### src/verilog/qrs_defs.vh
// constants of the quad read and erase sequencer
`ifndef QRS_DEFS_VH
`define QRS_DEFS_VH
// ------------------------------------------------------------------
// opcodes
// ------------------------------------------------------------------
`define QRS_OP_WRITE_ENABLE_COMMAND 8'h06
`define QRS_OP_QOUT 8'h6B
`define QRS_OP_QIO 8'hEB
`define QRS_OP_WRAP 8'h77
`define QRS_OP_PE 8'h81
`define QRS_OP_SE 8'h20
`define QRS_OP_HBE 8'h52
`define QRS_OP_BE 8'hD8
`define QRS_OP_CRR 8'hFF
// ------------------------------------------------------------------
// phase lengths in serial clocks
// ------------------------------------------------------------------
`define QRS_CMD_CLKS 5'h08
`define QRS_ADDR1_CLKS 5'h18
`define QRS_ADDR4_CLKS 5'h06
`define QRS_MODE_CLKS 5'h02
`define QRS_QIO_DUMMY 5'h04
`define QRS_QOUT_DUMMY 5'h08
`define QRS_WCFG_CLKS 5'h08
// ------------------------------------------------------------------
// array, fields and reset values
// ------------------------------------------------------------------
`define QRS_ADDR_MASK 24'h03FFFF
`define QRS_ARRAY_TOP 25'h0040000
`define QRS_CONT_SEL 2'h2
`define QRS_WRAP_DIS_BIT 4
`define QRS_WRAP_LEN_HI 6
`define QRS_WRAP_LEN_LO 5
`define QRS_WRAP_DIS_RST 1'h1
`define QRS_WRAP_LEN_RST 2'h0
`define QRS_WRAP_BASE 24'h000008
`define QRS_PROT_UNIT_LG 24'h010000
`define QRS_PROT_UNIT_SM 24'h001000
// ------------------------------------------------------------------
// erase sizes: code and span minus one
// ------------------------------------------------------------------
`define QRS_SZ_PAGE 2'h0
`define QRS_SZ_SECT 2'h1
`define QRS_SZ_HBLK 2'h2
`define QRS_SZ_BLK 2'h3
`define QRS_SPAN_PAGE 24'h0000FF
`define QRS_SPAN_SECT 24'h000FFF
`define QRS_SPAN_HBLK 24'h007FFF
`define QRS_SPAN_BLK 24'h00FFFF
// ------------------------------------------------------------------
// timing
// ------------------------------------------------------------------
`define QRS_MCLK_MHZ 200
`define QRS_PE_TIME_US 10000
`define QRS_SE_TIME_US 40000
`define QRS_HBE_TIME_US 150000
`define QRS_BE_TIME_US 250000
`endif

### src/verilog/qrs_top.v
// serial flash command sequencer: quad reads, burst wrap, erases
// Functional notes
// - quad reads need quad enable set
// - quad output read: opcode, address, eight dummies
// - sample on rising, shift on falling edge
// - address increments per byte, wraps to zero
// - chip select high ends read, idle
// - busy device rejects quad reads harmlessly
// - quad io read: quad address, mode, dummies
// - mode select 10 skips next opcode
// - other mode select restores opcode next time
// - wrap command: opcode, 24 dummies, config
// - wrap in aligned 8/16/32/64 section
// - wrap setting persists, default disabled
// - erase requires write enable latch set
// - page erase clears addressed 256 bytes
// - sector chosen by upper bits to 12
// - erase discarded unless select rises on boundary
// - cycle starts at select rise, clears latch
// - protected region is not erased
// - protected half block still clears latch
// - block erase accepts any inner address
// - erase sequences use only line zero
`timescale 1ns/1ps
`default_nettype none
`include "qrs_defs.vh"
module qrs_top #(
  parameter [31:0] PE_CYC = `QRS_PE_TIME_US * `QRS_MCLK_MHZ,
  parameter [31:0] SE_CYC = `QRS_SE_TIME_US * `QRS_MCLK_MHZ,
  parameter [31:0] HBE_CYC = `QRS_HBE_TIME_US * `QRS_MCLK_MHZ,
  parameter [31:0] BE_CYC = `QRS_BE_TIME_US * `QRS_MCLK_MHZ
) (
  input wire MCLK,
  input wire RST_B,
  input wire CS_B,
  input wire SCLK,
  input wire [3:0] IO_LINE_IN,
  output reg [3:0] IO_LINE_OUT,
  output reg [3:0] IO_LINE_OE,
  input wire QUAD_ENABLE_BIT,
  input wire [4:0] BLOCK_PROTECT_BITS,
  input wire EXT_BUSY,
  output reg [23:0] MEM_ADDR,
  input wire [7:0] MEM_RDATA,
  output reg ERASE_GO,
  output reg [23:0] ERASE_BASE,
  output reg [1:0] ERASE_SIZE,
  output reg WRITE_IN_PROGRESS,
  output reg WRITE_ENABLE_LATCH,
  output reg CONTINUOUS_READ_ACTIVE
);
  // ------------------------------------------------------------------
  // states
  // ------------------------------------------------------------------
  localparam [7:0] ST_IDLE = 8'h01;
  localparam [7:0] ST_CMD = 8'h02;
  localparam [7:0] ST_ADDR = 8'h04;
  localparam [7:0] ST_MODE = 8'h08;
  localparam [7:0] ST_DUMMY = 8'h10;
  localparam [7:0] ST_DATA = 8'h20;
  localparam [7:0] ST_WCFG = 8'h40;
  localparam [7:0] ST_END = 8'h80;

  // ------------------------------------------------------------------
  // reset release and pin synchronisers
  // ------------------------------------------------------------------
  reg rst_meta_q;
  reg rst_n_q;
  always @(posedge MCLK or negedge RST_B) begin
    if (!RST_B) begin
      rst_meta_q <= 1'b0;
      rst_n_q <= 1'b0;
    end else begin
      rst_meta_q <= 1'b1;
      rst_n_q <= rst_meta_q;
    end
  end

  wire [5:0] pins_s;
  qrs_sync #(.W(6)) u_sync (
    .clk(MCLK),
    .rst_n(rst_n_q),
    .d({CS_B, SCLK, IO_LINE_IN}),
    .q(pins_s)
  );
  wire cs_b_s = pins_s[5];
  wire sclk_s = pins_s[4];
  wire [3:0] io_s = pins_s[3:0];

  reg cs_b_d1_q;
  reg sclk_d1_q;
  wire sclk_rise = sclk_s & ~sclk_d1_q;
  wire sclk_fall = ~sclk_s & sclk_d1_q;
  wire cs_fall = ~cs_b_s & cs_b_d1_q;
  wire cs_rise = cs_b_s & ~cs_b_d1_q;

  // ------------------------------------------------------------------
  // sequencer registers
  // ------------------------------------------------------------------
  reg [7:0] st_q;
  reg [4:0] cnt_q;
  reg [7:0] cmd_q;
  reg [23:0] addr_q;
  reg [7:0] mode_q;
  reg got_mode_q;
  reg [7:0] wcfg_q;
  reg nib_q;
  reg [3:0] low_nib_q;
  reg wrap_dis_q;
  reg [1:0] wrap_len_q;
  reg tmr_load_q;
  reg [31:0] tmr_cnt_q;
  wire tmr_done;

  qrs_tmr #(.W(32)) u_tmr (
    .clk(MCLK),
    .rst_n(rst_n_q),
    .load(tmr_load_q),
    .count(tmr_cnt_q),
    .done(tmr_done)
  );

  wire busy = WRITE_IN_PROGRESS | EXT_BUSY;
  wire [4:0] cnt_nx = cnt_q + 5'h01;
  wire [7:0] cmd_sh = {cmd_q[6:0], io_s[0]};
  wire quad_addr = (cmd_q == `QRS_OP_QIO);

  // ------------------------------------------------------------------
  // read address stepping
  // ------------------------------------------------------------------
  wire [23:0] inc = addr_q + 24'h000001;
  wire [23:0] wmask = (`QRS_WRAP_BASE << wrap_len_q) - 24'h000001;
  wire use_wrap = quad_addr & ~wrap_dis_q;
  // a wrapped burst stays inside its aligned section of the page
  wire [23:0] addr_step = use_wrap ? ((addr_q & ~wmask) | (inc & wmask))
                                   : (inc & `QRS_ADDR_MASK);

  // ------------------------------------------------------------------
  // erase region and protection
  // ------------------------------------------------------------------
  reg [1:0] er_size;
  reg [23:0] er_span;
  reg [31:0] er_cyc;
  reg er_cmd;
  always @* begin
    er_cmd = 1'b1;
    case (cmd_q)
      `QRS_OP_PE: begin
        er_size = `QRS_SZ_PAGE;
        er_span = `QRS_SPAN_PAGE;
        er_cyc = PE_CYC;
      end
      `QRS_OP_SE: begin
        er_size = `QRS_SZ_SECT;
        er_span = `QRS_SPAN_SECT;
        er_cyc = SE_CYC;
      end
      `QRS_OP_HBE: begin
        er_size = `QRS_SZ_HBLK;
        er_span = `QRS_SPAN_HBLK;
        er_cyc = HBE_CYC;
      end
      `QRS_OP_BE: begin
        er_size = `QRS_SZ_BLK;
        er_span = `QRS_SPAN_BLK;
        er_cyc = BE_CYC;
      end
      default: begin
        er_cmd = 1'b0;
        er_size = `QRS_SZ_PAGE;
        er_span = `QRS_SPAN_PAGE;
        er_cyc = PE_CYC;
      end
    endcase
  end

  // low address bits inside the region are don't care
  wire [23:0] er_base = addr_q & `QRS_ADDR_MASK & ~er_span;
  wire [24:0] er_end = {1'b0, er_base | er_span};
  wire [23:0] prot_unit = BLOCK_PROTECT_BITS[4] ? `QRS_PROT_UNIT_SM
                                                 : `QRS_PROT_UNIT_LG;
  wire [24:0] prot_len = {1'b0, prot_unit} << BLOCK_PROTECT_BITS[2:0];
  wire prot_full = prot_len >= `QRS_ARRAY_TOP;
  wire prot_hit_top = er_end >= (`QRS_ARRAY_TOP - prot_len);
  wire prot_hit_bot = {1'b0, er_base} < prot_len;
  // protection grows from the top, or from the bottom when bit3 is set
  wire protected_rgn = (BLOCK_PROTECT_BITS[2:0] != 3'h0) &
                       (prot_full | (BLOCK_PROTECT_BITS[3] ? prot_hit_bot : prot_hit_top));

  // ------------------------------------------------------------------
  // main sequencer
  // ------------------------------------------------------------------
  always @(posedge MCLK or negedge rst_n_q) begin
    if (!rst_n_q) begin
      cs_b_d1_q <= 1'b1;
      // matches the synchroniser's reset level, so no false rising edge follows reset
      sclk_d1_q <= 1'b1;
      st_q <= ST_IDLE;
      cnt_q <= 5'h00;
      cmd_q <= 8'h00;
      addr_q <= 24'h000000;
      mode_q <= 8'h00;
      got_mode_q <= 1'b0;
      wcfg_q <= 8'h00;
      nib_q <= 1'b0;
      low_nib_q <= 4'h0;
      wrap_dis_q <= `QRS_WRAP_DIS_RST;
      wrap_len_q <= `QRS_WRAP_LEN_RST;
      tmr_load_q <= 1'b0;
      tmr_cnt_q <= 32'h00000000;
      IO_LINE_OUT <= 4'h0;
      IO_LINE_OE <= 4'h0;
      MEM_ADDR <= 24'h000000;
      ERASE_GO <= 1'b0;
      ERASE_BASE <= 24'h000000;
      ERASE_SIZE <= `QRS_SZ_PAGE;
      WRITE_IN_PROGRESS <= 1'b0;
      WRITE_ENABLE_LATCH <= 1'b0;
      CONTINUOUS_READ_ACTIVE <= 1'b0;
    end else begin
      cs_b_d1_q <= cs_b_s;
      sclk_d1_q <= sclk_s;
      // address bits above the array are don't care, the array aliases
      MEM_ADDR <= addr_q & `QRS_ADDR_MASK;
      ERASE_GO <= 1'b0;
      tmr_load_q <= 1'b0;
      if (tmr_done) begin
        WRITE_IN_PROGRESS <= 1'b0;
        WRITE_ENABLE_LATCH <= 1'b0;
      end
      if (cs_rise) begin
        // releasing the lines first avoids contention with the next command
        st_q <= ST_IDLE;
        IO_LINE_OE <= 4'h0;
        got_mode_q <= 1'b0;
        CONTINUOUS_READ_ACTIVE <= got_mode_q &
                                  (mode_q[5:4] == `QRS_CONT_SEL);
        if (st_q == ST_END) begin
          if (cmd_q == `QRS_OP_WRITE_ENABLE_COMMAND && !busy)
            WRITE_ENABLE_LATCH <= 1'b1;
          if (cmd_q == `QRS_OP_WRAP) begin
            wrap_dis_q <= wcfg_q[`QRS_WRAP_DIS_BIT];
            wrap_len_q <= wcfg_q[`QRS_WRAP_LEN_HI:`QRS_WRAP_LEN_LO];
          end
          if (er_cmd && WRITE_ENABLE_LATCH && !busy) begin
            WRITE_IN_PROGRESS <= 1'b1;
            tmr_load_q <= 1'b1;
            tmr_cnt_q <= er_cyc;
            ERASE_BASE <= er_base;
            ERASE_SIZE <= er_size;
            ERASE_GO <= ~protected_rgn;
          end
        end
      end else if (cs_fall) begin
        cnt_q <= 5'h00;
        IO_LINE_OE <= 4'h0;
        if (CONTINUOUS_READ_ACTIVE && QUAD_ENABLE_BIT && !busy) begin
          cmd_q <= `QRS_OP_QIO;
          st_q <= ST_ADDR;
        end else begin
          cmd_q <= 8'h00;
          st_q <= ST_CMD;
        end
      end else if (!cs_b_s && sclk_rise) begin
        // all command, address and mode bits enter here
        cnt_q <= cnt_nx;
        case (st_q)
          ST_CMD: begin
            cmd_q <= cmd_sh;
            if (cnt_nx == `QRS_CMD_CLKS) begin
              cnt_q <= 5'h00;
              case (cmd_sh)
                `QRS_OP_QOUT, `QRS_OP_QIO:
                  // a refused read leaves the running cycle untouched
                  st_q <= (QUAD_ENABLE_BIT && !busy) ? ST_ADDR : ST_IDLE;
                `QRS_OP_WRAP, `QRS_OP_PE, `QRS_OP_SE, `QRS_OP_HBE, `QRS_OP_BE:
                  st_q <= ST_ADDR;
                `QRS_OP_WRITE_ENABLE_COMMAND:
                  st_q <= ST_END;
                `QRS_OP_CRR: begin
                  CONTINUOUS_READ_ACTIVE <= 1'b0;
                  st_q <= ST_IDLE;
                end
                default:
                  st_q <= ST_IDLE;
              endcase
            end
          end
          ST_ADDR: begin
            if (quad_addr)
              addr_q <= {addr_q[19:0], io_s};
            else
              addr_q <= {addr_q[22:0], io_s[0]};
            if (cnt_nx == (quad_addr ? `QRS_ADDR4_CLKS : `QRS_ADDR1_CLKS)) begin
              cnt_q <= 5'h00;
              if (quad_addr)
                st_q <= ST_MODE;
              else if (cmd_q == `QRS_OP_QOUT)
                st_q <= ST_DUMMY;
              else if (cmd_q == `QRS_OP_WRAP)
                st_q <= ST_WCFG;
              else
                st_q <= ST_END;
            end
          end
          ST_MODE: begin
            mode_q <= {mode_q[3:0], io_s};
            if (cnt_nx == `QRS_MODE_CLKS) begin
              cnt_q <= 5'h00;
              got_mode_q <= 1'b1;
              st_q <= ST_DUMMY;
            end
          end
          ST_DUMMY: begin
            if (cnt_nx == (quad_addr ? `QRS_QIO_DUMMY : `QRS_QOUT_DUMMY)) begin
              cnt_q <= 5'h00;
              nib_q <= 1'b0;
              st_q <= ST_DATA;
            end
          end
          ST_WCFG: begin
            wcfg_q <= {wcfg_q[6:0], io_s[0]};
            if (cnt_nx == `QRS_WCFG_CLKS) begin
              cnt_q <= 5'h00;
              st_q <= ST_END;
            end
          end
          ST_END:
            // any clock past the boundary discards the command
            st_q <= ST_IDLE;
          default:
            cnt_q <= 5'h00;
        endcase
      end else if (!cs_b_s && sclk_fall && st_q == ST_DATA) begin
        // the byte for addr_q has settled on MEM_RDATA since the last edge
        IO_LINE_OE <= 4'hF;
        if (!nib_q) begin
          IO_LINE_OUT <= MEM_RDATA[7:4];
          low_nib_q <= MEM_RDATA[3:0];
          nib_q <= 1'b1;
        end else begin
          IO_LINE_OUT <= low_nib_q;
          nib_q <= 1'b0;
          addr_q <= addr_step;
        end
      end
    end
  end
endmodule // qrs_top
`default_nettype wire

### src/verilog/qrs_sync.v
// two flip-flop synchroniser for pin inputs
`timescale 1ns/1ps
`default_nettype none
module qrs_sync #(
  parameter W = 6
) (
  input wire clk,
  input wire rst_n,
  input wire [W-1:0] d,
  output reg [W-1:0] q
);
  reg [W-1:0] meta_q;

  // first stage feeds only the second stage
  always @(posedge clk or negedge rst_n) begin
    if (!rst_n) begin
      meta_q <= {W{1'b1}};
      q <= {W{1'b1}};
    end else begin
      meta_q <= d;
      q <= meta_q;
    end
  end
endmodule // qrs_sync
`default_nettype wire

### src/verilog/qrs_tmr.v
// down counter that times the self-timed erase cycle
`timescale 1ns/1ps
`default_nettype none
module qrs_tmr #(
  parameter W = 32
) (
  input wire clk,
  input wire rst_n,
  input wire load,
  input wire [W-1:0] count,
  output reg done
);
  reg [W-1:0] cnt_q;
  reg run_q;

  always @(posedge clk or negedge rst_n) begin
    if (!rst_n) begin
      cnt_q <= {W{1'b0}};
      run_q <= 1'b0;
      done <= 1'b0;
    end else begin
      done <= 1'b0;
      if (load) begin
        cnt_q <= count;
        run_q <= 1'b1;
      end else if (run_q) begin
        if (cnt_q <= {{(W-1){1'b0}}, 1'b1}) begin
          run_q <= 1'b0;
          done <= 1'b1;
        end
        cnt_q <= cnt_q - {{(W-1){1'b0}}, 1'b1};
      end
    end
  end
endmodule // qrs_tmr
`default_nettype wire

### config.mk
export PLATFORM = sky130hd
export DESIGN_NAME = qrs_top
export DESIGN_NICKNAME = d
export VERILOG_FILES = /design/src/verilog/qrs_top.v /design/src/verilog/qrs_sync.v /design/src/verilog/qrs_tmr.v
export VERILOG_INCLUDE_DIRS = /design/src /design/src/verilog
export SDC_FILE = /design/constraint.sdc
export NUM_CORES = 1
export LEC_CHECK = 0
export BUFFER_PORTS_ARGS = -buffer_cell sky130_fd_sc_hd__buf_2
export CAP_MARGIN = 20
export CORE_MARGIN = 10
export CORE_UTILIZATION = 57
export DETAILED_ROUTE_END_ITERATION = 7
export PLACE_DENSITY = 0.8
export SLEW_MARGIN = 20
export SYNTH_ARGS = -nofsm -noshare
export SYNTH_HDL_FRONTEND = slang
export SYNTH_SLANG_ARGS = --single-unit
### constraint.sdc
create_clock -name MCLK -period 10.54 [get_ports MCLK]
set_clock_uncertainty 0.2 [all_clocks]
set_input_delay 1.054 -clock MCLK [delete_from_list [all_inputs] [get_ports MCLK]]
set_output_delay 1.054 -clock MCLK [all_outputs]
set_load 0.005 [all_outputs]
==> metrics.md, run 1 <==
| Metric | Value |
|---|---|
| Seq cells post-synth | `157` |
| Pins Over Slew Limit | `0` |
| Commonest non-fill, non-tap cells in the layout | `dfrtp_1, nor2_1, nand2_1` |
| Psw | `0.3690 mW` |
| Post-Synthesis Cells | `889` |
| Initial drt markers | `691` |
| Synthesis-to-layout area growth | `10.83%` |
| Final hold violations | `0` |
| Core box area | `14700 sq um` |
| Ant. Diodes | `0` |
| IO Pins | `85` |
| First-pass GRT wire length | `32.00 mm` |
| H-Tree Depth | `4` |
| Leakage dissipation | `4.280 nW` |
| Critical Path AT | `3.59 ns` |
| Reg power frac | `0.467` |
| CP Max Fanout | `16` |
| Crit start category | `flip-flop` |
| Die H | `143.0 microns` |
| Comb pwr share | `0.082` |
| Post-cts resize count | `0` |
| VDD IR max | `0.0001223 V` |
| Commonest non-fill, non-tap cell in the layout | `dfrtp_1` |
| CP Class | `reg2reg` |
| Clock power frac | `0.451` |
| Number of hold buffers added after CTS | `0` |
| ANT nets after route | `0` |
| CP Data Required Time | `10.65 ns` |
| Max-slew headroom | `0.3028` |
| Crit end category | `flip-flop` |
| Ys async rst share | `1.000` |
| Crit-path max cell delay | `0.66 ns` |
| Number of flops mapped to enable cells by yosys | `0` |
| Status | `complete, no violations` |
| Synthesized cell area | `8630 sq um` |
| Final Cycle Share | `0.3296` |
| Avg Inst Size Synth | `9.707 sq um` |
| Final setup fails | `0` |
| GP Congestion | `0.9503` |
| Share of layout cells above drive strength 1 | `0.1981` |
| Cell count after placement | `1091` |
| Layout Cells excl Fill | `1123` |
| Maximum clock frequency | `287.9 MHz` |
| Worst slew pin tran | `1.043 ns` |
| Highest-delay cell along the critical path | `o41ai_4` |
| DRC violations left | `0` |
| Post-DP HPWL | `13.25 mm` |
| Max Root-Sink Buffers | `2` |
| CTS tree | `yes` |
| Reg2Reg Depth | `6` |
| Post-CTS setup buffer count | `0` |
| Dominant cell type by area after synthesis | `dfrtp_1` |
| Clock-pin slew on the worst setup and hold paths | `0.06 ns` |
| Insertion delay of the later-clocked pin in the worst-skew pair | `0.43 ns` |
| Largest net degree at the start of global routing | `79` |
| Post-synthesis sequential area ratio | `0.4576` |
| Cell Chain, Critical Path | `nor3b_2 > nand3_1 > o311ai_1 > nand4_2 > o41ai_4 > mux2_2` |
| Total track usage | `0.1909` |
| Sink Count | `157` |
| Die area | `20460 sq um` |
| WL final | `19.17 mm` |
| Total CTS buffers | `17` |
| Vias post-DR | `6771` |
| PortBufs | `64` |
| Post-Route Setup TNS | `0 ns` |
| Synth unique cells | `76` |
| Chip Width | `143.0 microns` |
| Starting Density | `0.5871` |
| DR vias/cell | `6.029` |
| Sw Ratio | `0.2602` |
| Clock Tree Root | `clkbuf_16` |
| Yosys warns | `0` |
| Most used DFF post-synth | `dfrtp_1` |
| Initial antenna violation count | `0` |
| RSZ-0062 raised after global routing | `false` |
| Worst Hold Depth | `0` |
| Hold Path Class | `reg2reg` |
| Post-synth top area share | `0.4089` |
| Area contributors post-synth | `dfrtp_1, mux2_2, dfstp_2` |
| DRT Pass-1 Iters | `6` |
| Routed len/inst | `17.07 microns` |
| Fin nets | `970` |
| Overflow after GRT | `0` |
| Cell internal pwr | `1.049 mW` |
| Fin crit period | `3.474 ns` |
| Vias in the first global route | `6477` |
| FILL cells | `1158` |
| Max-cap violation count | `0` |
| Placement row count | `44` |
| Power Density | `148.3 nW/um^2` |
[final timing paths]
kind                       slack (ns)       start      endpoint
max                              7.07    cmd_q[3]       st_q[5]
min                              0.15  rst_meta_q       rst_n_q
max reg2reg                      7.07    cmd_q[3]       st_q[5]
min reg2reg                      0.15  rst_meta_q       rst_n_q
max in group asynchronous        8.33     rst_n_q  MEM_ADDR[16]
min in group asynchronous        0.20       RST_B       rst_n_q
[routing by layer]
layer	routed length, microns	global-route usage	up-vias
met5	0	0	-
met4	323	0.06895	0
met2	9121	0.2962	188
li1	-	-	3229
met1	8619	0.2550	3323
met3	1107	0.04544	31
[synth_stat cells (all sizes together), types with 16 or more instances]
cell and n:
clkbuf 33, nor3 34, buf 37, o21ai 50, nand3 31, a31oi 19, inv 26, ha 21
nor4 16, nand2 78, a21oi 45, mux2i 20, nor2 79, dfrtp 141, xor2 24, mux2 46
dfstp 16
[flip-flops by register name (all words and copies together) (netlist names), 3 cells and up, named ones only]
register	count
cnt_q	5
u_sync.q	6
wcfg_q	7
u_sync.meta_q	6
low_nib_q	4
mode_q	4
ERASE_BASE	10
tmr_cnt_q	9
st_q	8
cmd_q	8
IO_LINE_OUT	4
u_tmr.cnt_q	32
MEM_ADDR	18
addr_q	3
[critical path: cells and delay by family, from the launching register on]
| kind | cells | cell delay [ns] |
|---|---|---|
| DFF | 1 | 0.59 |
| AOI/OAI and AO/OA | 2 | 1.02 |
| muxes | 1 | 0.40 |
| and+or+nand+nor | 3 | 1.14 |
[power by group through the flow]
stage / clock network, mW / logic (mW) / registers, mW
floorplan: 0 / 0.109 / 0.650
global placement: 0 / 0.111 / 0.672
detailed placement: 0 / 0.114 / 0.672
CTS: 0.647 / 0.115 / 0.661
global route: 0.672 / 0.131 / 0.667
finish: 0.640 / 0.116 / 0.662
[kinds of logic after synthesis]
group,synth area share
compound gates,0.1332
xor+xnor,0.03755
other cells,0.0008703
fa+ha+maj,0.03045
mux,0.08366
flops,0.4576
buf+inv,0.05481
simple gates,0.2018
[cell type report]
class / count / area (sq um) / area share
clock buffers: 18 / 439.2 / 0.04592
flip-flops and latches: 157 / 3953 / 0.4133
clock inverters: 14 / 183.9 / 0.01923
inverters: 27 / 101.3 / 0.01060
multi-input cells: 654 / 4302 / 0.4498
well taps: 184 / 230.2 / 0.02407
repair buffers: 69 / 355.3 / 0.03715
[per-stage QoR]
stage	power (mW)	worst slack [ns]	util	hold WS [ns]	area [sq um]
6_report	1.418	7.066	0.6507	0.1541	9564
5_1_grt	1.470	6.865	0.6507	0.1569	9564
4_1_cts	1.423	7.123	0.6507	0.1569	9564
3_5_place_dp	0.7866	6.812	0.6083	0.1412	8941
3_3_place_gp	0.7829	6.894	0.6079	0.1367	8936
2_1_floorplan	0.7599	5.670	-	0.1312	8701
Note: power is estimated with default switching activity, not from simulation.
==> run 2, diff against run 1 <==
--- a/config.mk
+++ b/config.mk
@@ -6,10 +6,11 @@
 export SDC_FILE = /design/constraint.sdc
 export NUM_CORES = 1
 export LEC_CHECK = 0
+export ABC_AREA = 1
 export BUFFER_PORTS_ARGS = -buffer_cell sky130_fd_sc_hd__buf_2
 export CAP_MARGIN = 20
 export CORE_MARGIN = 10
-export CORE_UTILIZATION = 57
+export CORE_UTILIZATION = 54
 export DETAILED_ROUTE_END_ITERATION = 7
 export PLACE_DENSITY = 0.8
 export SLEW_MARGIN = 20
==> constraint.sdc (replaced) <==
create_clock -name MCLK -period 2.9 [get_ports MCLK]
set_clock_uncertainty 0.2 [all_clocks]
set_input_delay 0.29 -clock MCLK [delete_from_list [all_inputs] [get_ports MCLK]]
set_output_delay 0.29 -clock MCLK [all_outputs]
set_load 0.005 [all_outputs]
==> run 2 against run 1 <==
Cell count up 31%. Register-to-register slack worse by 6.8 ns. Non-clock buffer count is 26 higher. Cell area increased by 6.1%. Clock-buffer cell count rose by 2. Sequential share of layout area fell by 2.4 points. Via count increased by 17%. Sequential cell count stayed put. Hold slack got worse by 0.11 ns. Synthesized area increased by 3.4%. Clock power grew to 3.4 times the previous value. Critical path type unchanged. Largest cell class unchanged.
==> metrics.md, run 2 <==
| Metric | Value |
|---|---|
| Worst slew pin tran | `0.9392 ns (-0.1041 ns)` |
| Fin crit period | `2.593 ns (-0.8809 ns)` |
| Commonest non-fill, non-tap cell in the layout | `nand2_1` |
| Final Cycle Share | `0.8940 (+0.5645)` |
| Most used DFF post-synth | `dfrtp_1` |
| Pins Over Slew Limit | `0 (unchanged)` |
| First-pass GRT wire length | `36.06 mm (+13%)` |
| Vias in the first global route | `7552 (+17%)` |
| Status | `complete, no violations` |
| Critical Path AT | `2.74 ns (-0.85 ns)` |
| Sink Count | `157 (unchanged)` |
| Crit-path max cell delay | `0.48 ns (-0.18 ns)` |
| Avg Inst Size Synth | `7.753 sq um (-20%)` |
| ANT nets after route | `0 (unchanged)` |
| Initial drt markers | `571 (-17%)` |
| Comb pwr share | `0.147 (+0.065)` |
| Commonest non-fill, non-tap cells in the layout | `nand2_1, dfrtp_1, inv_1, nor2_1, o21ai_0` |
| Max-cap violation count | `0 (unchanged)` |
| RR Startpoint | `cmd_q[1]` |
| CP Class | `reg2reg` |
| Top cells by count, synth | `nand2_1, dfrtp_1, inv_1, nor2_1, o21ai_0` |
| H-Tree Depth | `4 (unchanged)` |
| Yosys warns | `0 (unchanged)` |
| Synthesized cell area | `8924 sq um (+3.4%)` |
| Worst hold start | `BLOCK_PROTECT_BITS[2]` |
| Hold Path Class | `in2reg` |
| Buf+Inv Stages, Crit Path | `2 (+2)` |
| Number of flops mapped to enable cells by yosys | `0 (unchanged)` |
| Die area | `22070 sq um (+7.9%)` |
| Cell count after placement | `1419 (+30%)` |
| Maximum clock frequency | `385.7 MHz (+34%)` |
| RSZ-0062 raised after global routing | `false` |
| Area contributors post-synth | `dfrtp_1, nand2_1, inv_1` |
| VDD IR max | `0.0004881 V (+300%)` |
| Util after Layout | `0.6322 (-0.01844)` |
| Power Density | `536.7 nW/um^2 (+260%)` |
| Post-Synthesis Cells | `1151 (+29%)` |
| Max Root-Sink Buffers | `2 (unchanged)` |
| Setup ws final | `0.3074 ns (-6.759 ns)` |
| Synthesis-to-layout area growth | `13.77%` |
| Psw | `1.612 mW (+340%)` |
| Number of flip-flops in the largest register | `32 (unchanged)` |
| Post-synthesis sequential area ratio | `0.4425 (-0.01508)` |
| Clock power frac | `0.398 (-0.053)` |
| Synth unique cells | `51 (-33%)` |
| IO Pins | `85 (unchanged)` |
| Chip Width | `148.6 microns (+3.9%)` |
| Seq cells post-synth | `157 (unchanged)` |
| Crit end category | `flip-flop` |
| Top cell by count, worst path | `nand2_1` |
| Cell Chain, Critical Path | `inv_1 > nor2_1 > nand4_1 > nand2_4 > inv_1 > nand2_1 > ha_1 > nand2_1 > nor2_1 > o21ai_0 > o211ai_1 > nand2_1 > nand2_1 > nand2_1 > nand2_1 > nand2_1 > nand2_1 > a21oi_1` |
| DRT Pass-1 Iters | `6 (unchanged)` |
| WL final | `21.78 mm (+14%)` |
| Vias post-DR | `7895 (+17%)` |
| CP delay by family, top | `simple AND/OR/NAND/NOR gates` |
| Cell internal pwr | `3.837 mW (+270%)` |
| Post-cts resize count | `0 (unchanged)` |
| DP Worst Slack | `0.2286 ns (-6.583 ns)` |
| Final setup fails | `0 (unchanged)` |
| Placement row count | `46 (+4.5%)` |
| Routed len/inst | `14.85 microns (-13%)` |
| Flop2flop setup slack | `0.31 ns (-6.76 ns)` |
| Crit. Startpoint | `cmd_q[1]` |
| PortBufs | `64 (unchanged)` |
| Overflow after GRT | `0 (unchanged)` |
| Crit start category | `flip-flop` |
| Largest Register | `u_tmr.cnt_q` |
| Ant. Diodes | `0 (unchanged)` |
| Initial antenna violation count | `0 (unchanged)` |
| Insertion delay of the later-clocked pin in the worst-skew pair | `0.43 ns (about the same)` |
| Clock Tree Root | `clkbuf_16` |
| Reg power frac | `0.455 (-0.012)` |
| CTS tree | `yes` |
| Die H | `148.6 microns (+3.9%)` |
| Ys async rst share | `1.000 (unchanged)` |
| Largest net degree at the start of global routing | `49 (-38%)` |
| DP Area | `9418 sq um (+5.3%)` |
| Final hold violations | `0 (unchanged)` |
| Highest-delay cell along the critical path | `dfrtp_1` |
| Post-synth top area share | `0.3954 (-0.01347)` |
| CP Max Fanout | `9 (-7)` |
| Post-Route Setup TNS | `0 ns (unchanged)` |
| Final Cell Area | `10150 sq um (+6.1%)` |
| Core box area | `16060 sq um (+9.2%)` |
| Max-slew headroom | `0.3738 (+0.07105)` |
| CP Data Required Time | `3.05 ns (-7.60 ns)` |
| Dominant cell type by area after synthesis | `dfrtp_1` |
| Post-DP HPWL | `15.84 mm (+20%)` |
| Top Registers | `u_tmr.cnt_q x32, MEM_ADDR x18, ERASE_BASE x10` |
| Sw Ratio | `0.2959 (+0.03565)` |
| Starting Density | `0.5557 (-0.03137)` |
| Leakage dissipation | `5.203 nW (+22%)` |
| Layout Cells excl Fill | `1467 (+31%)` |
| Fin nets | `1283 (+32%)` |
| DRC violations left | `0 (unchanged)` |
| GP Congestion | `0.9509 (about the same)` |
| DR vias/cell | `5.382 (-11%)` |
| Most common cell in the netlist | `nand2_1` |
| Total track usage | `0.1971 (+0.006143)` |
| Clock-pin slew on the worst setup and hold paths | `0.06 ns (about the same)` |
| Share of layout cells above drive strength 1 | `0.1447 (-0.05340)` |
| Total CTS buffers | `17 (unchanged)` |
[run 2: cell types whose count changed in the layout (fill, tap and decap cells not counted), moves of 16 or more]
| cell | change |
|---|---|
| mux2_2 | -43 |
| o21ai_0 | +47 |
| inv_1 | +113 |
| dlygate4sd3_1 | +17 |
| mux2i_1 | -19 |
| nor3_1 | -16 |
| nand2_1 | +174 |
| nand3_1 | +31 |
| nor2_1 | +60 |
[run 2: worst paths after layout]
check | cells after the start | end
worst min-delay path | 4 | ERASE_GO
worst max register to register | 18 | ERASE_GO
min in group asynchronous | 0 | low_nib_q[3]
max in group asynchronous | 1 | u_sync.meta_q[5]
worst min register to register | 0 | rst_n_q
worst max-delay path | 18 | ERASE_GO
[run 2: layout make-up]
type,instances,area (sq um)
fill,1359,5906
multi-input combinational,819,4185
sequential,157,3953
timing repair buffer,95,620.6
inverter,149,559.3
clock buffer,20,456.7
tap,216,270.3
clock inverter,11,107.6
[run 2: logic make-up (layout without fill, tap and decap cells)]
kind of cell / after synthesis / in the layout / synth area share
xor gates and xnor gates: 28 / 28 / 0.02748
buffers and inverters: 194 / 275 / 0.09646
muxes: 3 / 3 / 0.003645
adders and majority gates: 21 / 21 / 0.02944
DFF: 157 / 157 / 0.4425
and+or+nand+nor: 546 / 546 / 0.2752
AOI/OAI and AO/OA: 200 / 200 / 0.1244
other: 2 / 21 / 0.0008416
[run 2: power groups by stage]
stage	Sequential, mW	Clock (mW)	Combinational [mW]
global route	2.50	2.29	0.908
global placement	2.52	0	0.756
floorplan	2.48	0	0.576
finish	2.48	2.17	0.802
detailed placement	2.52	0	0.772
CTS	2.48	2.19	0.795
[run 2: per-layer routing]
metal	up-vias	part of all wire	GRT usage
li1	3879	-	-
met1	3712	0.44	0.2507
met2	260	0.48	0.3197
met3	44	0.058	0.04339
met4	0	0.019	0.07631
met5	-	0	0
[run 2: timing repair]
action / CTS / global route
hold buffers: 17 / 0
hold endpoints to repair: 17 / 0
setup buffers: 0 / 0
[run 2: metrics by stage]
stage	total power, mW	hold WS, ns
after global routing	5.701	0.04509
after CTS	5.467	0.02913
after detailed placement	3.289	-0.1203
final	5.449	0.04108
after floorplan	3.061	-0.2056
after global placement	3.271	-0.1221
[run 2: worst min-delay path, stage by stage]
cell and delay, ns:
buf_2 0.11, inv_1 0.07, nand2_1 0.09, a21oi_1 0.07
==> run 3, diff against run 2 <==
==> constraint.sdc (replaced) <==
create_clock -name MCLK -period 2.9 [get_ports MCLK]
set_clock_uncertainty 0.2 [all_clocks]
set_input_delay 0.145 -clock MCLK [delete_from_list [all_inputs] [get_ports MCLK]]
set_output_delay 0.145 -clock MCLK [all_outputs]
set_load 0.005 [all_outputs]
==> run 3 against run 2 <==
Cell count grew 0.20%. Clock power decreased by 2%. Largest cell class unchanged. Global-route usage grew 0.52 points. Combinational power increased by 1%. Clock-buffer cell count is 2 lower. Total power decreased by 0.78%. Register-to-register slack worse by 0.05 ns. Core utilization increased by 0.094 points. Largest power group unchanged. Sequential cell count unchanged. Non-clock buffer count up 2.
==> metrics.md, run 3 (synthesized netlist as in run 2, its figures left out) <==
| Metric | Value |
|---|---|
| Largest Register | `u_tmr.cnt_q` |
| Clock-pin slew on the worst setup and hold paths | `0.06 ns (about the same)` |
| DR vias/cell | `5.389 (+0.14%)` |
| Share of layout cells above drive strength 1 | `0.1459 (+0.001249)` |
| WL final | `22.08 mm (+1.3%)` |
| Die area | `22070 sq um (unchanged)` |
| Sink Count | `157 (unchanged)` |
| Metal3 WL | `1.301 mm (+3.7%)` |
| Commonest non-fill, non-tap cell in the layout | `nand2_1` |
| Psw | `1.661 mW (+3.0%)` |
| Number of flip-flops in the largest register | `32 (unchanged)` |
| CTS tree | `yes` |
| Post-Route Setup TNS | `0 ns (unchanged)` |
| Leakage dissipation | `5.222 nW (+0.37%)` |
| Max Root-Sink Buffers | `2 (unchanged)` |
| PortBufs | `64 (unchanged)` |
| Routed len/inst | `15.02 microns (+1.1%)` |
| Vias post-DR | `7922 (+0.34%)` |
| Buf+Inv Stages, Crit Path | `2 (unchanged)` |
| Crit. Startpoint | `cmd_q[6]` |
| Met2 WL post-DR | `10.76 mm (+2.9%)` |
| Final Cycle Share | `0.9116 (+0.01762)` |
| Top cell by count, worst path | `nand2_1` |
| Insertion delay of the later-clocked pin in the worst-skew pair | `0.43 ns (about the same)` |
| Post-DP HPWL | `15.77 mm (-0.42%)` |
| Top Registers | `u_tmr.cnt_q x32, MEM_ADDR x18, ERASE_BASE x10` |
| Fin nets | `1285 (+0.16%)` |
| CP Class | `reg2reg` |
| Largest net degree at the start of global routing | `91 (+86%)` |
| Placement row count | `46 (unchanged)` |
| Max-cap violation count | `0 (unchanged)` |
| CP Data Required Time | `3.02 ns (-0.03 ns)` |
| DRT Pass-1 Iters | `5 (-1)` |
| Chip Width | `148.6 microns (unchanged)` |
| Sw Ratio | `0.3071 (+0.01129)` |
| VDD IR max | `0.0006551 V (+34%)` |
| ANT nets after route | `0 (unchanged)` |
| Cell internal pwr | `3.746 mW (-2.4%)` |
| Starting Density | `0.5557 (unchanged)` |
| DR top layer | `met5` |
| Synthesis-to-layout area growth | `13.94%` |
| Comb pwr share | `0.151 (+0.004)` |
| Final hold violations | `0 (unchanged)` |
| Commonest non-fill, non-tap cells in the layout | `nand2_1, dfrtp_1, inv_1, nor2_1, o21ai_0` |
| Max-slew headroom | `0.3880 (+0.01420)` |
| Maximum clock frequency | `378.3 MHz (-1.9%)` |
| CP delay by family, top | `simple AND/OR/NAND/NOR gates` |
| Crit end category | `flip-flop` |
| Die H | `148.6 microns (unchanged)` |
| RR Startpoint | `cmd_q[6]` |
| Total CTS buffers | `17 (unchanged)` |
| IO Pins | `85 (unchanged)` |
| Ant. Diodes | `0 (unchanged)` |
| Clock power frac | `0.393 (-0.005)` |
| Cell Chain, Critical Path | `inv_2 > nor2_2 > nand4_1 > nand2_4 > nor2_1 > ha_1 > nand2_1 > inv_1 > o21ai_0 > nand3_1 > nand2_1 > nand2_1 > nand2_1 > a21oi_1 > nand2_1 > a21oi_2` |
| Vias in the first global route | `7660 (+1.4%)` |
| Total track usage | `0.2023 (+0.005212)` |
| Final setup fails | `0 (unchanged)` |
| Worst slew pin tran | `0.9179 ns (-0.02130 ns)` |
| Setup ws final | `0.2563 ns (-0.05111 ns)` |
| Clock Tree Root | `clkbuf_16` |
| Pins Over Slew Limit | `0 (unchanged)` |
| H-Tree Depth | `4 (unchanged)` |
| Initial drt markers | `490 (-14%)` |
| First-pass GRT wire length | `36.94 mm (+2.4%)` |
| GP Congestion | `0.9582 (+0.77%)` |
| CP Max Fanout | `9 (unchanged)` |
| Critical Path AT | `2.76 ns (+0.02 ns)` |
| Crit-path max cell delay | `0.47 ns (about the same)` |
| Crit start category | `flip-flop` |
| DRC violations left | `0 (unchanged)` |
| Status | `complete, no violations` |
| Power Density | `531.8 nW/um^2 (-0.93%)` |
| Fin Hold WS | `0.1009 ns (+0.05984 ns)` |
| Core box area | `16060 sq um (unchanged)` |
| Initial antenna violation count | `0 (unchanged)` |
| Reg power frac | `0.457 (+0.002)` |
| RSZ-0062 raised after global routing | `false` |
| Worst hold start | `BLOCK_PROTECT_BITS[1]` |
| Overflow after GRT | `0 (unchanged)` |
| DP Worst Slack | `0.3183 ns (+0.08968 ns)` |
| Hold Path Class | `in2reg` |
| Fin crit period | `2.644 ns (+0.05111 ns)` |
| Metal1 wirelength | `9.664 mm (+0.16%)` |
| Highest-delay cell along the critical path | `dfrtp_1` |
-- run 3: worst register-to-register path: stages (launching register included) --
cell     delay (ns)
dfrtp_1        0.47
inv_2          0.13
nor2_2         0.14
nand4_1        0.20
nand2_4        0.23
nor2_1         0.07
ha_1           0.31
nand2_1        0.06
inv_1          0.03
o21ai_0        0.18
nand3_1        0.15
nand2_1        0.09
nand2_1        0.05
nand2_1        0.05
a21oi_1        0.06
nand2_1        0.08
a21oi_2        0.05
-- run 3: final timing paths --
path,slack (ns),end,cells after the start
worst max-delay path,0.26,ERASE_GO,16
worst min-delay path,0.10,ERASE_GO,6
worst max register to register,0.26,ERASE_GO,16
worst min register to register,0.13,low_nib_q[1],1
max in group asynchronous,1.90,cmd_q[1],1
min in group asynchronous,0.13,low_nib_q[1],1
-- run 3: cell type report --
cell class / instances / area (sq um)
Clock buffer: 18 / 439.2
Tap cell: 216 / 270.3
Inverter: 149 / 559.3
Multi-Input combinational cell: 819 / 4189
Sequential cell: 157 / 3954
Timing Repair Buffer: 97 / 645.6
Clock inverter: 14 / 110.1
Fill cell: 1375 / 5891
-- run 3: per-layer routing --
layer,global-route usage,vias up
li1,-,3884
met1,0.2595,3773
met2,0.3327,234
met3,0.04763,29
met4,0.05352,2
met5,0.02138,-
-- run 3: metrics by stage --
step	std cells	instance area (sq um)	util	total power, mW
5_1_grt	1470	10170	0.6332	5.656
6_report	1470	10170	0.6332	5.407
3_5_place_dp	1417	9403	0.5856	3.283
3_3_place_gp	1417	9403	0.5856	3.270
2_1_floorplan	1170	8996	-	3.061
4_1_cts	1470	10160	0.6329	5.420
-- run 3: power groups by stage --
stage | clock network [mW] | registers [mW] | logic, mW
floorplan | 0 | 2.48 | 0.576
global placement | 0 | 2.51 | 0.764
detailed placement | 0 | 2.51 | 0.777
CTS | 2.14 | 2.47 | 0.810
global route | 2.23 | 2.49 | 0.933
finish | 2.12 | 2.47 | 0.814
-- run 3: timing repair --
action                                  in CTS  in global routing
endpoints found under the hold margin       20                  0
gates resized for setup                      0                  2
hold buffers                                21                  0
endpoints found under the setup margin       0                  1
setup buffers                                0                  0
